--- src/core/thi_defs.vh ---
// constants for the transceiver host interrupt block
`ifndef THI_DEFS_VH
`define THI_DEFS_VH
`define THI_CNT_W 5
`define THI_LVL_EMPTY 5'h00
`define THI_LVL_4 5'h04
`define THI_LVL_8 5'h08
`define THI_LVL_12 5'h0C
`define THI_SEL_EMPTY 2'h0
`define THI_SEL_4 2'h1
`define THI_SEL_8 2'h2
`define THI_SEL_12 2'h3
`endif

--- src/core/thi_sync.v ---
// two flip-flop synchroniser, one instance per bit
`timescale 1ns/10ps
module thi_sync #(
  parameter WIDTH = 4
) (
  input wire ref_clk,
  input wire rst,
  input wire clkEn,
  input wire [WIDTH-1:0] asyncIn,
  output wire [WIDTH-1:0] syncOut
);
  genvar i;
  generate
    for (i = 0; i < WIDTH; i = i + 1) begin : gBit
      reg stage1_ff;
      reg stage2_ff;
      always @(posedge ref_clk) begin
        if (rst) begin
          stage1_ff <= 1'b0;
          stage2_ff <= 1'b0;
        end else if (clkEn) begin
          stage1_ff <= asyncIn[i];
          stage2_ff <= stage1_ff;
        end
      end
      assign syncOut[i] = stage2_ff;
    end
  endgenerate
endmodule

--- src/core/thi_irq_ctrl.v ---
// interrupt request logic facing the host microcontroller
`timescale 1ns/10ps
`include "thi_defs.vh"
module thi_irq_ctrl (
  input wire ref_clk,
  input wire rst,
  input wire clkEn,
  input wire stateStatusBit,
  input wire powerOnFlag,
  input wire auxPowerOnFlag,
  input wire serialInTxDirect,
  input wire fillThresholdSelLo,
  input wire fillThresholdSelHi,
  input wire transparentMode,
  input wire patternMode,
  input wire txMode,
  input wire rxMode,
  input wire [`THI_CNT_W-1:0] txCount,
  input wire [`THI_CNT_W-1:0] rxCount,
  input wire rxError,
  input wire bitCheckOk,
  input wire statusRead,
  input wire deleteIrqCmd,
  input wire txBufWrite,
  input wire bufRead,
  input wire ctrlRegWrite,
  output wire irq,
  output reg txDirectData_ff,
  output wire bufferEnable,
  output wire manchesterEnable,
  output reg statusPending_ff,
  output reg txPending_ff,
  output reg rxPending_ff
);
  // ---------------------------------------------------------------
  // pin synchronisers
  // ---------------------------------------------------------------
  // status flags and the direct tx pin come from other domains
  wire [3:0] syncIn;
  thi_sync #(.WIDTH(4)) uSync (
    .ref_clk(ref_clk),
    .rst(rst),
    .clkEn(clkEn),
    .asyncIn({serialInTxDirect, auxPowerOnFlag, powerOnFlag, stateStatusBit}),
    .syncOut(syncIn)
  );

  // ---------------------------------------------------------------
  // edge history
  // ---------------------------------------------------------------
  // history resets low, so a pin already high at release reads as an event
  reg stPrev_ff;
  reg ponPrev_ff;
  reg auxPrev_ff;
  reg [`THI_CNT_W-1:0] txPrev_ff;
  reg [`THI_CNT_W-1:0] rxPrev_ff;
  reg errPrev_ff;
  reg bitPrev_ff;

  always @(posedge ref_clk) begin
    if (rst) begin
      stPrev_ff <= 1'b0;
      ponPrev_ff <= 1'b0;
      auxPrev_ff <= 1'b0;
      txPrev_ff <= `THI_LVL_EMPTY;
      rxPrev_ff <= `THI_LVL_EMPTY;
      errPrev_ff <= 1'b0;
      bitPrev_ff <= 1'b0;
    end else if (clkEn) begin
      stPrev_ff <= syncIn[0];
      ponPrev_ff <= syncIn[1];
      auxPrev_ff <= syncIn[2];
      txPrev_ff <= txCount;
      rxPrev_ff <= rxCount;
      errPrev_ff <= rxError;
      bitPrev_ff <= bitCheckOk;
    end
  end

  // ---------------------------------------------------------------
  // event detection
  // ---------------------------------------------------------------
  wire [1:0] thrSel = {fillThresholdSelHi, fillThresholdSelLo};
  reg [`THI_CNT_W-1:0] txLevel;
  reg [`THI_CNT_W-1:0] rxLevel;
  always @* begin
    case (thrSel)
      `THI_SEL_EMPTY: txLevel = `THI_LVL_EMPTY;
      `THI_SEL_4: txLevel = `THI_LVL_4;
      `THI_SEL_8: txLevel = `THI_LVL_8;
      `THI_SEL_12: txLevel = `THI_LVL_12;
      default: txLevel = `THI_LVL_EMPTY;
    endcase
    // empty has no rx meaning; that code only leaves the error and bit check sources
    case (thrSel)
      `THI_SEL_4: rxLevel = `THI_LVL_4;
      `THI_SEL_8: rxLevel = `THI_LVL_8;
      `THI_SEL_12: rxLevel = `THI_LVL_12;
      default: rxLevel = `THI_LVL_EMPTY;
    endcase
  end
  // status bit toggles both ways; power flags only on their rise
  wire stToggle = (syncIn[0] != stPrev_ff);
  wire ponRise = syncIn[1] & ~ponPrev_ff;
  wire auxRise = syncIn[2] & ~auxPrev_ff;
  wire statusEvt = stToggle | ponRise | auxRise;

  // a level reached while filling must not fire, only while draining
  wire txDown = (txCount < txPrev_ff);
  wire txLvlHit = (txCount == txLevel);
  wire txBuffered = txMode & ~transparentMode;
  wire txEvt = txBuffered & txDown & txLvlHit;

  wire rxLvlHit = (rxLevel != `THI_LVL_EMPTY) & (rxCount == rxLevel) & (rxPrev_ff != rxLevel);
  wire rxErrEvt = rxError & ~errPrev_ff;
  // buffer reads mask byte and error sources, not the bit check
  wire rxDataEvt = (rxLvlHit | rxErrEvt) & ~bufRead;
  wire bitEvt = ~patternMode & bitCheckOk & ~bitPrev_ff;
  wire rxBuffered = rxMode & ~transparentMode;
  wire rxEvt = rxBuffered & (rxDataEvt | bitEvt);

  // ---------------------------------------------------------------
  // source latch next state
  // ---------------------------------------------------------------
  // set wins over clear so an event in the clear cycle is never lost
  reg statusClr;
  reg txClr;
  reg rxClr;
  reg nxt_statusPending;
  reg nxt_txPending;
  reg nxt_rxPending;

  always @* begin
    statusClr = statusRead | deleteIrqCmd;
    txClr = txBufWrite | ctrlRegWrite | deleteIrqCmd;
    rxClr = ctrlRegWrite | deleteIrqCmd;
    nxt_statusPending = statusPending_ff;
    if (statusClr) begin
      nxt_statusPending = 1'b0;
    end
    if (statusEvt) begin
      nxt_statusPending = 1'b1;
    end
    nxt_txPending = txPending_ff;
    if (txClr) begin
      nxt_txPending = 1'b0;
    end
    if (txEvt) begin
      nxt_txPending = 1'b1;
    end
    nxt_rxPending = rxPending_ff;
    if (rxClr) begin
      nxt_rxPending = 1'b0;
    end
    if (rxEvt) begin
      nxt_rxPending = 1'b1;
    end
  end

  // ---------------------------------------------------------------
  // source latches
  // ---------------------------------------------------------------
  always @(posedge ref_clk) begin
    if (rst) begin
      statusPending_ff <= 1'b0;
      txPending_ff <= 1'b0;
      rxPending_ff <= 1'b0;
    end else if (clkEn) begin
      statusPending_ff <= nxt_statusPending;
      txPending_ff <= nxt_txPending;
      rxPending_ff <= nxt_rxPending;
    end
  end

  // ---------------------------------------------------------------
  // transparent tx data
  // ---------------------------------------------------------------
  // transparent tx bit follows the pin; zero while buffered
  always @(posedge ref_clk) begin
    if (rst) begin
      txDirectData_ff <= 1'b0;
    end else if (clkEn) begin
      txDirectData_ff <= transparentMode & syncIn[3];
    end
  end

  // ---------------------------------------------------------------
  // outputs
  // ---------------------------------------------------------------
  assign irq = statusPending_ff | txPending_ff | rxPending_ff;
  assign bufferEnable = ~transparentMode;
  assign manchesterEnable = ~patternMode;
endmodule

--- config.mk ---
export PLATFORM = sky130hd
export DESIGN_NAME = thi_irq_ctrl
export DESIGN_NICKNAME = d
export VERILOG_FILES = /design/src/core/thi_sync.v /design/src/core/thi_irq_ctrl.v
export VERILOG_INCLUDE_DIRS = /design/src /design/src/core
export SDC_FILE = /design/constraint.sdc
export NUM_CORES = 1
export LEC_CHECK = 0
export BUFFER_PORTS_ARGS = -buffer_cell sky130_fd_sc_hd__buf_2
export CAP_MARGIN = 5
export CELL_PAD_IN_SITES_DETAIL_PLACEMENT = 0
export CELL_PAD_IN_SITES_GLOBAL_PLACEMENT = 1
export CORE_MARGIN = 2
export CORE_UTILIZATION = 37
export DETAILED_ROUTE_END_ITERATION = 7
export HOLD_SLACK_MARGIN = 0.06
export PLACE_DENSITY_LB_ADDON = 0.1
export SLEW_MARGIN = 20
export SYNTH_ARGS = -nofsm -noshare
export SYNTH_HDL_FRONTEND = slang
export SYNTH_SLANG_ARGS = --single-unit
--- constraint.sdc ---
create_clock -name ref_clk -period 1.9 [get_ports ref_clk]
set_clock_uncertainty 0.2 [all_clocks]
set_input_delay 0 -clock ref_clk [delete_from_list [all_inputs] [get_ports ref_clk]]
set_output_delay 0 -clock ref_clk [all_outputs]
set_load 0.01 [all_outputs]
==> metrics, run 1 <==
flop2flop setup slack=190 ps; Worst VDD drop=0.440 mV; Mapped Avg Cell Area=9.11 um^2; initial DRC count=26; drt pass-1 iters=4; GR Util All Layers=16.0%; number of distinct library cells after synthesis=28; Core Box Area=3280 um^2; aggregate negative setup slack=0 ps; Yosys reg bits=27; final net count=252; Row Count=21; reg2reg path depth=5; Area Overhead vs Synth=57.0%; Worst-path clk slew=150 ps; Max-Cap Viols=0; Wirelength per Cell=11.3 um; r2r startpoint=bitPrev_ff; DRC=0; first-pass GRT wire length=4540 um; Die H=61.9 um; clock sink total=27; setup ws final=186 ps; register area share after synthesis=43.6%; sequential cell area=541 um^2; Inserted Clock Buffers=3; Final Critical Period=1710 ps; # IOs=37; Rel. slew slack=66.6%; H-tree depth=1; Syn Inst Count=136; post-CTS setup buffer count=0; post-synth top area share=43.6%; Hold Path Cell Cnt=6; fin. max-slew vios=0; Clock Latency Late Sink=330 ps; CTS tree=built; Critical Path End Type=flop; Setup violations, final=0; unrepaired setup endpoints after global routing=no; hpwl dp=1790 um; worst slew pin tran=502 ps; total gr overflow=0; final wirelength=2980 um; Hold Path End=rxPending_ff; layout cell share with drive strength beyond 1=19.4%; ant diodes=0; Fin. Hold Viols=0; worst min-delay path category=input port to flop; Leak=0.906 nW; slowest stage cell, crit path=dlygate4sd3_1; Multi-input gate area=627 um^2; synth cell count leaders=27 x dfxtp_1, 24 x nor2_1, 23 x mux2i_1; maximum fanout along the worst path=2; leading cell type by number of instances after synthesis=dfxtp_1; R2R Path End=rxPending_ff; Ys Warns=0; die width=61.9 um; GPL Wtd Cong=0.758; crit-path max cell delay=580 ps; critical path, cell by cell=nand2b_1 > o21ai_0 > o21ai_0 > dlygate4sd3_1 > a21oi_2; ANT nets after route=0; startpoint type of the worst setup path=flop; post_cts resized=0; fill count=310; Clock Tree Root=clkbuf_4; CTS Buffer Depth=2; largest cells by area after synthesis=dfxtp_1 44%, mux2i_1 19%, nor2_1 7.3%; I/O Buffers=36; Synth Flop Type=dfxtp_1; period utilization=90.2%; Max Freq=583 MHz; crit path launch=bitPrev_ff; synthesized area=1240 um^2; largest net degree at the start of global routing=29; outcome=finished clean; vias in the first global route=1095; full die area=3830 um^2; Setup Crit Path Kind=flop to flop; Post-Syn Nets=170; Synth area leader=dfxtp_1; Critical Path RT=1980 ps; CP arrival=1790 ps; Most common cell on crit path=o21ai_0; EDFF count, synth=0; DR vias/cell=4.52; initial antenna violation count=0; Initial Util=37.7%; vias=1188; pwr dens=564 nW/um^2; worst hold path startpoint=ctrlRegWrite; pre-CTS setup slack=363 ps; ys async rst share=0%
layout make-up:
type / instances / share of cell area, %
timing repair buffer: 83 / 33.3
multi-input combinational: 91 / 32.2
sequential: 27 / 27.8
tap: 46 / 2.96
inverter: 12 / 2.32
clock buffer: 4 / 1.35
worst max-delay path, delay by kind of cell, from the launching register on:
| family | cells | cell delay, ps |
|---|---|---|
| compound gates | 3 | 420 |
| buf+inv | 1 | 580 |
| flops | 1 | 340 |
| simple gates | 1 | 140 |
report_power, final:
group	total, mW	switching (mW)	leakage [nW]	internal (mW)
clock	0.254	0.172	0.0150	0.0823
combinational	0.236	0.0945	0.669	0.142
sequential	0.606	0.0139	0.221	0.592
routing by layer:
layer | track usage (%) | part of all wire, % | vias to the layer above
met5 | 0 | 0 | -
met4 | 6.38 | 1.2 | 0
met3 | 1.86 | 3.4 | 4
met2 | 27.7 | 49 | 29
met1 | 20.3 | 47 | 530
li1 | - | - | 625
flip-flops by register name (all words and copies together), names as in the netlist:
name                  count
ponPrev_ff                1
txDirectData_ff           1
uSync.gBit.stage1_ff      4
bitPrev_ff                1
statusPending_ff          1
auxPrev_ff                1
uSync.gBit.stage2_ff      4
stPrev_ff                 1
txPrev_ff                 5
txPending_ff              1
rxPrev_ff                 5
rxPending_ff              1
errPrev_ff                1
placed cells by master, fill, tap and decap left out, types with 3 or more instances in the layout:
cell / n
clkbuf_4: 3
buf_2: 36
inv_1: 12
mux2i_1: 23
nor2_1: 24
dlygate4sd3_1: 46
o21ai_0: 8
a21oi_1: 5
dfxtp_1: 27
nand2b_1: 3
ha_1: 4
stage by stage:
stage	instances	util (%)	hold slack, ps	power (mW)	instance area (um^2)
6_report	263	59.2	81.5	1.10	1940
5_1_grt	263	59.2	141	1.16	1940
4_1_cts	263	59.2	74.5	1.11	1940
3_5_place_dp	213	44.4	40.6	0.775	1460
3_3_place_gp	213	44.4	34.1	0.772	1460
2_1_floorplan	136	-	-156	0.713	1240
kinds of logic after synthesis:
family | Yosys count | share of synthesized area, %
flops | 27 | 43.6
fa+ha+maj | 4 | 4.04
xor+xnor | 4 | 2.83
mux | 23 | 18.6
buf+inv | 18 | 5.76
compound gates | 20 | 9.29
simple gates | 40 | 15.9
how the worst max path moves through the flow:
stage                         endpoint  slack, ps  cells after the start
final                     rxPending_ff        190                      5
after global routing      rxPending_ff        110                      5
after CTS                 rxPending_ff        180                      6
after detailed placement  rxPending_ff        360                      5
after global placement    rxPending_ff        390                      5
after floorplan           rxPending_ff        430                      5
timing repair:
action	4_1_cts	5_1_grt
hold buffers	46	0
endpoints found under the setup margin	0	0
endpoints found under the hold margin	28	0
No activity file was read; power rests on OpenSTA's default activity.
==> run 2: changes to the inputs <==
- SETUP_SLACK_MARGIN: unset -> 0.2
==> metrics, run 2 (synthesis gave the netlist of run 1 again) <==
outcome=finished clean; Wirelength per Cell=11.6 um; Gate power share=22.2%; Setup Crit Path Kind=input port to flop; global-route met3 utilization=1.86%; drt pass-1 iters=4; final wirelength=3080 um; Max-Cap Viols=0; setup ws final=264 ps; clock power share=23.1%; Die H=61.9 um; Worst-path clk slew=150 ps; unrepaired setup endpoints after global routing=no; final net count=254; # IOs=37; Rel. slew slack=65.9%; GR Util All Layers=16.3%; die width=61.9 um; fin. max-slew vios=0; Cell Int Power=0.823 mW; met2 usage=28.1%; initial antenna violation count=0; sequential share of power=54.7%; GPL Wtd Cong=0.758; Inserted Clock Buffers=3; H-tree depth=1; fill count=305; top flop regs=rxPrev_ff x5, txPrev_ff x5; startpoint type of the worst setup path=input port; CTS tree=built; Setup violations, final=0; largest net degree at the start of global routing=29; Clock Latency Late Sink=330 ps; total gr overflow=0; worst min-delay path category=input port to flop; aggregate negative setup slack=0 ps; Sw Ratio=25.7%; maximum fanout along the worst path=5; Max Freq=611 MHz; Area Overhead vs Synth=59.8%; clock sink total=27; Critical Path RT=1980 ps; Initial Util=37.7%; most frequent cells in the layout=48 x dlygate4sd3_1, 34 x buf_2, 27 x dfxtp_1, 24 x nor2_1, 23 x mux2i_1; pwr dens=559 nW/um^2; vias=1180; DRC=0; ant diodes=0; Worst VDD drop=0.437 mV; pre-CTS setup slack=363 ps; Critical Path End Type=flop; Clock Tree Root=clkbuf_4; initial DRC count=43; vias in the first global route=1108; ANT nets after route=0; gr busiest metal=met2; hpwl dp=1790 um; worst slew pin tran=512 ps; first-pass GRT wire length=4600 um; leading cell type in the layout, fill and taps excluded=dlygate4sd3_1; full die area=3830 um^2; DR vias/cell=4.45; Row Count=21; grt met1 use=20.8%; CP arrival=1720 ps; Final Critical Period=1640 ps; sw power=0.284 mW; CTS Buffer Depth=2; layout cell share with drive strength beyond 1=19.2%; Leak=0.922 nW; Core Box Area=3280 um^2; Fin. Hold Viols=0; I/O Buffers=36; period utilization=86.1%
-- run 2: metal layers --
metal,share of wire [%],vias up
met5,0,-
met4,1.1,0
met3,3.4,4
met2,48,27
met1,47,519
li1,-,630
-- run 2: area by class of cell --
class                   count  area, um^2  area share, %
multi-input cells          91         633           32.0
clock buffers               4        26.3           1.33
well taps                  46        57.6           2.91
flip-flops and latches     27         541           27.3
repair buffers             85         677           34.2
inverters                  12        45.0           2.28
-- run 2: metrics by stage --
step | utilization, % | instances | hold slack (ps) | instance area [um^2] | total power, mW
floorplan | - | 136 | -156 | 1240 | 0.713
global placement | 44.4 | 213 | 34.1 | 1460 | 0.772
detailed placement | 44.4 | 213 | 40.6 | 1460 | 0.775
CTS | 59.8 | 265 | 164 | 1960 | 1.11
global route | 60.3 | 265 | 169 | 1980 | 1.17
finish | 60.3 | 265 | 164 | 1980 | 1.11
-- run 2: worst max-delay path, stage by stage --
cell	delay, ps
dlygate4sd3_1	570
buf_6	130
nor3b_4	160
a31oi_1	50
or4_1	390
a211o_1	300
a21oi_2	110
-- run 2: what timing repair did --
action | CTS | global route
endpoints found under the setup margin | 0 | 1
hold buffers | 48 | 0
endpoints found under the hold margin | 28 | 0
gates resized for setup | 0 | 5
setup buffers | 0 | 0
-- run 2: power groups by stage --
stage	combinational, mW	sequential [mW]	clock, mW
after global routing	0.271	0.610	0.288
after global placement	0.155	0.617	0
final	0.246	0.606	0.255
after CTS	0.239	0.606	0.268
after floorplan	0.0971	0.616	0
after detailed placement	0.157	0.618	0
-- run 2: final timing paths --
check | start | endpoint | slack, ps | cells after the start
max reg2reg | rxPrev_ff[3] | rxPending_ff | 340 | 5
min | clkEn | rxPending_ff | 160 | 6
min reg2reg | statusPending_ff | statusPending_ff | 300 | 2
max | fillThresholdSelLo | rxPending_ff | 260 | 7
==> run 3: changes to the inputs <==
- CORE_UTILIZATION: 37 -> 40
- SKIP_LAST_GASP: unset -> 1
- clock period: 1.9 -> 2.01 ns (I/O delays scaled with it)
==> metrics, run 3 (synthesis gave the netlist of run 1 again) <==
Row Count=20; Hold Slack=73.7 ps; final net count=251; Final Critical Period=1700 ps; GR Util All Layers=18.7%; H-tree depth=1; Fin. Hold Viols=0; worst min-delay path category=input port to flop; startpoint type of the worst setup path=input port; hpwl dp=1820 um; Core Box Area=3000 um^2; DRC=0; Die H=59.7 um; leading cell type in the layout, fill and taps excluded=dlygate4sd3_1; critical path, cell by cell=dlygate4sd3_1 > buf_2 > inv_1 > nand3_1 > a21oi_1 > o21ai_0 > dlygate4sd3_1 > a21oi_2; Initial Util=41.3%; pwr dens=535 nW/um^2; total gr overflow=0; largest net degree at the start of global routing=29; period utilization=84.7%; Multi-input gate area=627 um^2; vias in the first global route=1224; Most common cell on crit path=dlygate4sd3_1; CTS tree=built; # IOs=37; Critical Path End Type=flop; Rel. slew slack=70.6%; fill count=272; Inserted Clock Buffers=3; ANT nets after route=0; DR vias/cell=4.80; clock sink total=27; full die area=3560 um^2; first-pass GRT wire length=5080 um; layout cell share with drive strength beyond 1=19.9%; CP arrival=1770 ps; Worst VDD drop=0.421 mV; Setup violations, final=0; Max-Cap Viols=0; Leak=0.891 nW; top flop regs=rxPrev_ff x5, txPrev_ff x5; most frequent cells in the layout=45 x dlygate4sd3_1, 35 x buf_2, 27 x dfxtp_1, 24 x nor2_1, 23 x mux2i_1; Area Overhead vs Synth=55.2%; sequential cell area=541 um^2; outcome=finished clean; initial antenna violation count=0; die width=59.7 um; vias=1194; maximum fanout along the worst path=3; I/O Buffers=36; ant diodes=0; crit-path max cell delay=590 ps; flop2flop setup slack=340 ps; Worst-path clk slew=140 ps; Wirelength per Cell=11.7 um; Clock Tree Root=clkbuf_4; final wirelength=2920 um; aggregate negative setup slack=0 ps; CTS Buffer Depth=2; Critical Path RT=2080 ps; initial DRC count=34; Max Freq=587 MHz; Clock Latency Late Sink=310 ps; fin. max-slew vios=0; GPL Wtd Cong=0.671; unrepaired setup endpoints after global routing=no; drt pass-1 iters=4; Setup Crit Path Kind=input port to flop; worst slew pin tran=441 ps; slowest stage cell, crit path=dlygate4sd3_1
-- run 3: what timing repair did --
action / 4_1_cts / 5_1_grt
hold endpoints to repair: 28 / 0
setup endpoints to repair: 0 / 1
buffers inserted: 0 / 0
hold buffers: 45 / 0
resized for setup: 0 / 2
-- run 3: metal layers --
layer  up-vias  part of all wire (%)  track usage [%]
met5         -                     0                0
met1       541                    46             21.9
li1        619                     -                -
met2        30                    48             35.1
met4         0                   1.2             5.71
met3         4                   4.3             2.16
-- run 3: where the power goes --
group          total (mW)  internal (mW)  switching, mW
clock               0.230         0.0744          0.156
combinational       0.226          0.136         0.0894
sequential          0.573          0.560         0.0132
total                1.03          0.770          0.258
-- run 3: layout make-up --
cell class	count	share of cell area, %
well taps	33	2.15
inverters	12	2.34
clock inverters	1	0.260
clock buffers	3	1.17
multi-input cells	91	32.6
repair buffers	82	33.3
flip-flops and latches	27	28.1
-- run 3: path summary, 6_finish.rpt --
check | start | endpoint | depth (start not counted)
min reg2reg | statusPending_ff | statusPending_ff | 2
max | transparentMode | rxPending_ff | 8
max reg2reg | bitPrev_ff | rxPending_ff | 5
min | ctrlRegWrite | rxPending_ff | 6
-- run 3: critical path, delay by kind of cell --
family	cells	cell delay (ps)
and+or+nand+nor	1	70
AOI/OAI and AO/OA	3	360
buffers and inverters	4	1330
-- run 3: stage by stage --
step                power (mW)  cell area (um^2)  std cells  setup WS (ps)  util, %
floorplan                0.674              1240        136            538        -
global placement         0.729              1440        200            497     48.0
detailed placement       0.733              1440        200            477     48.0
CTS                       1.04              1920        249            278     63.9
global route              1.09              1920        249            225     64.0
finish                    1.03              1920        249            307     64.0
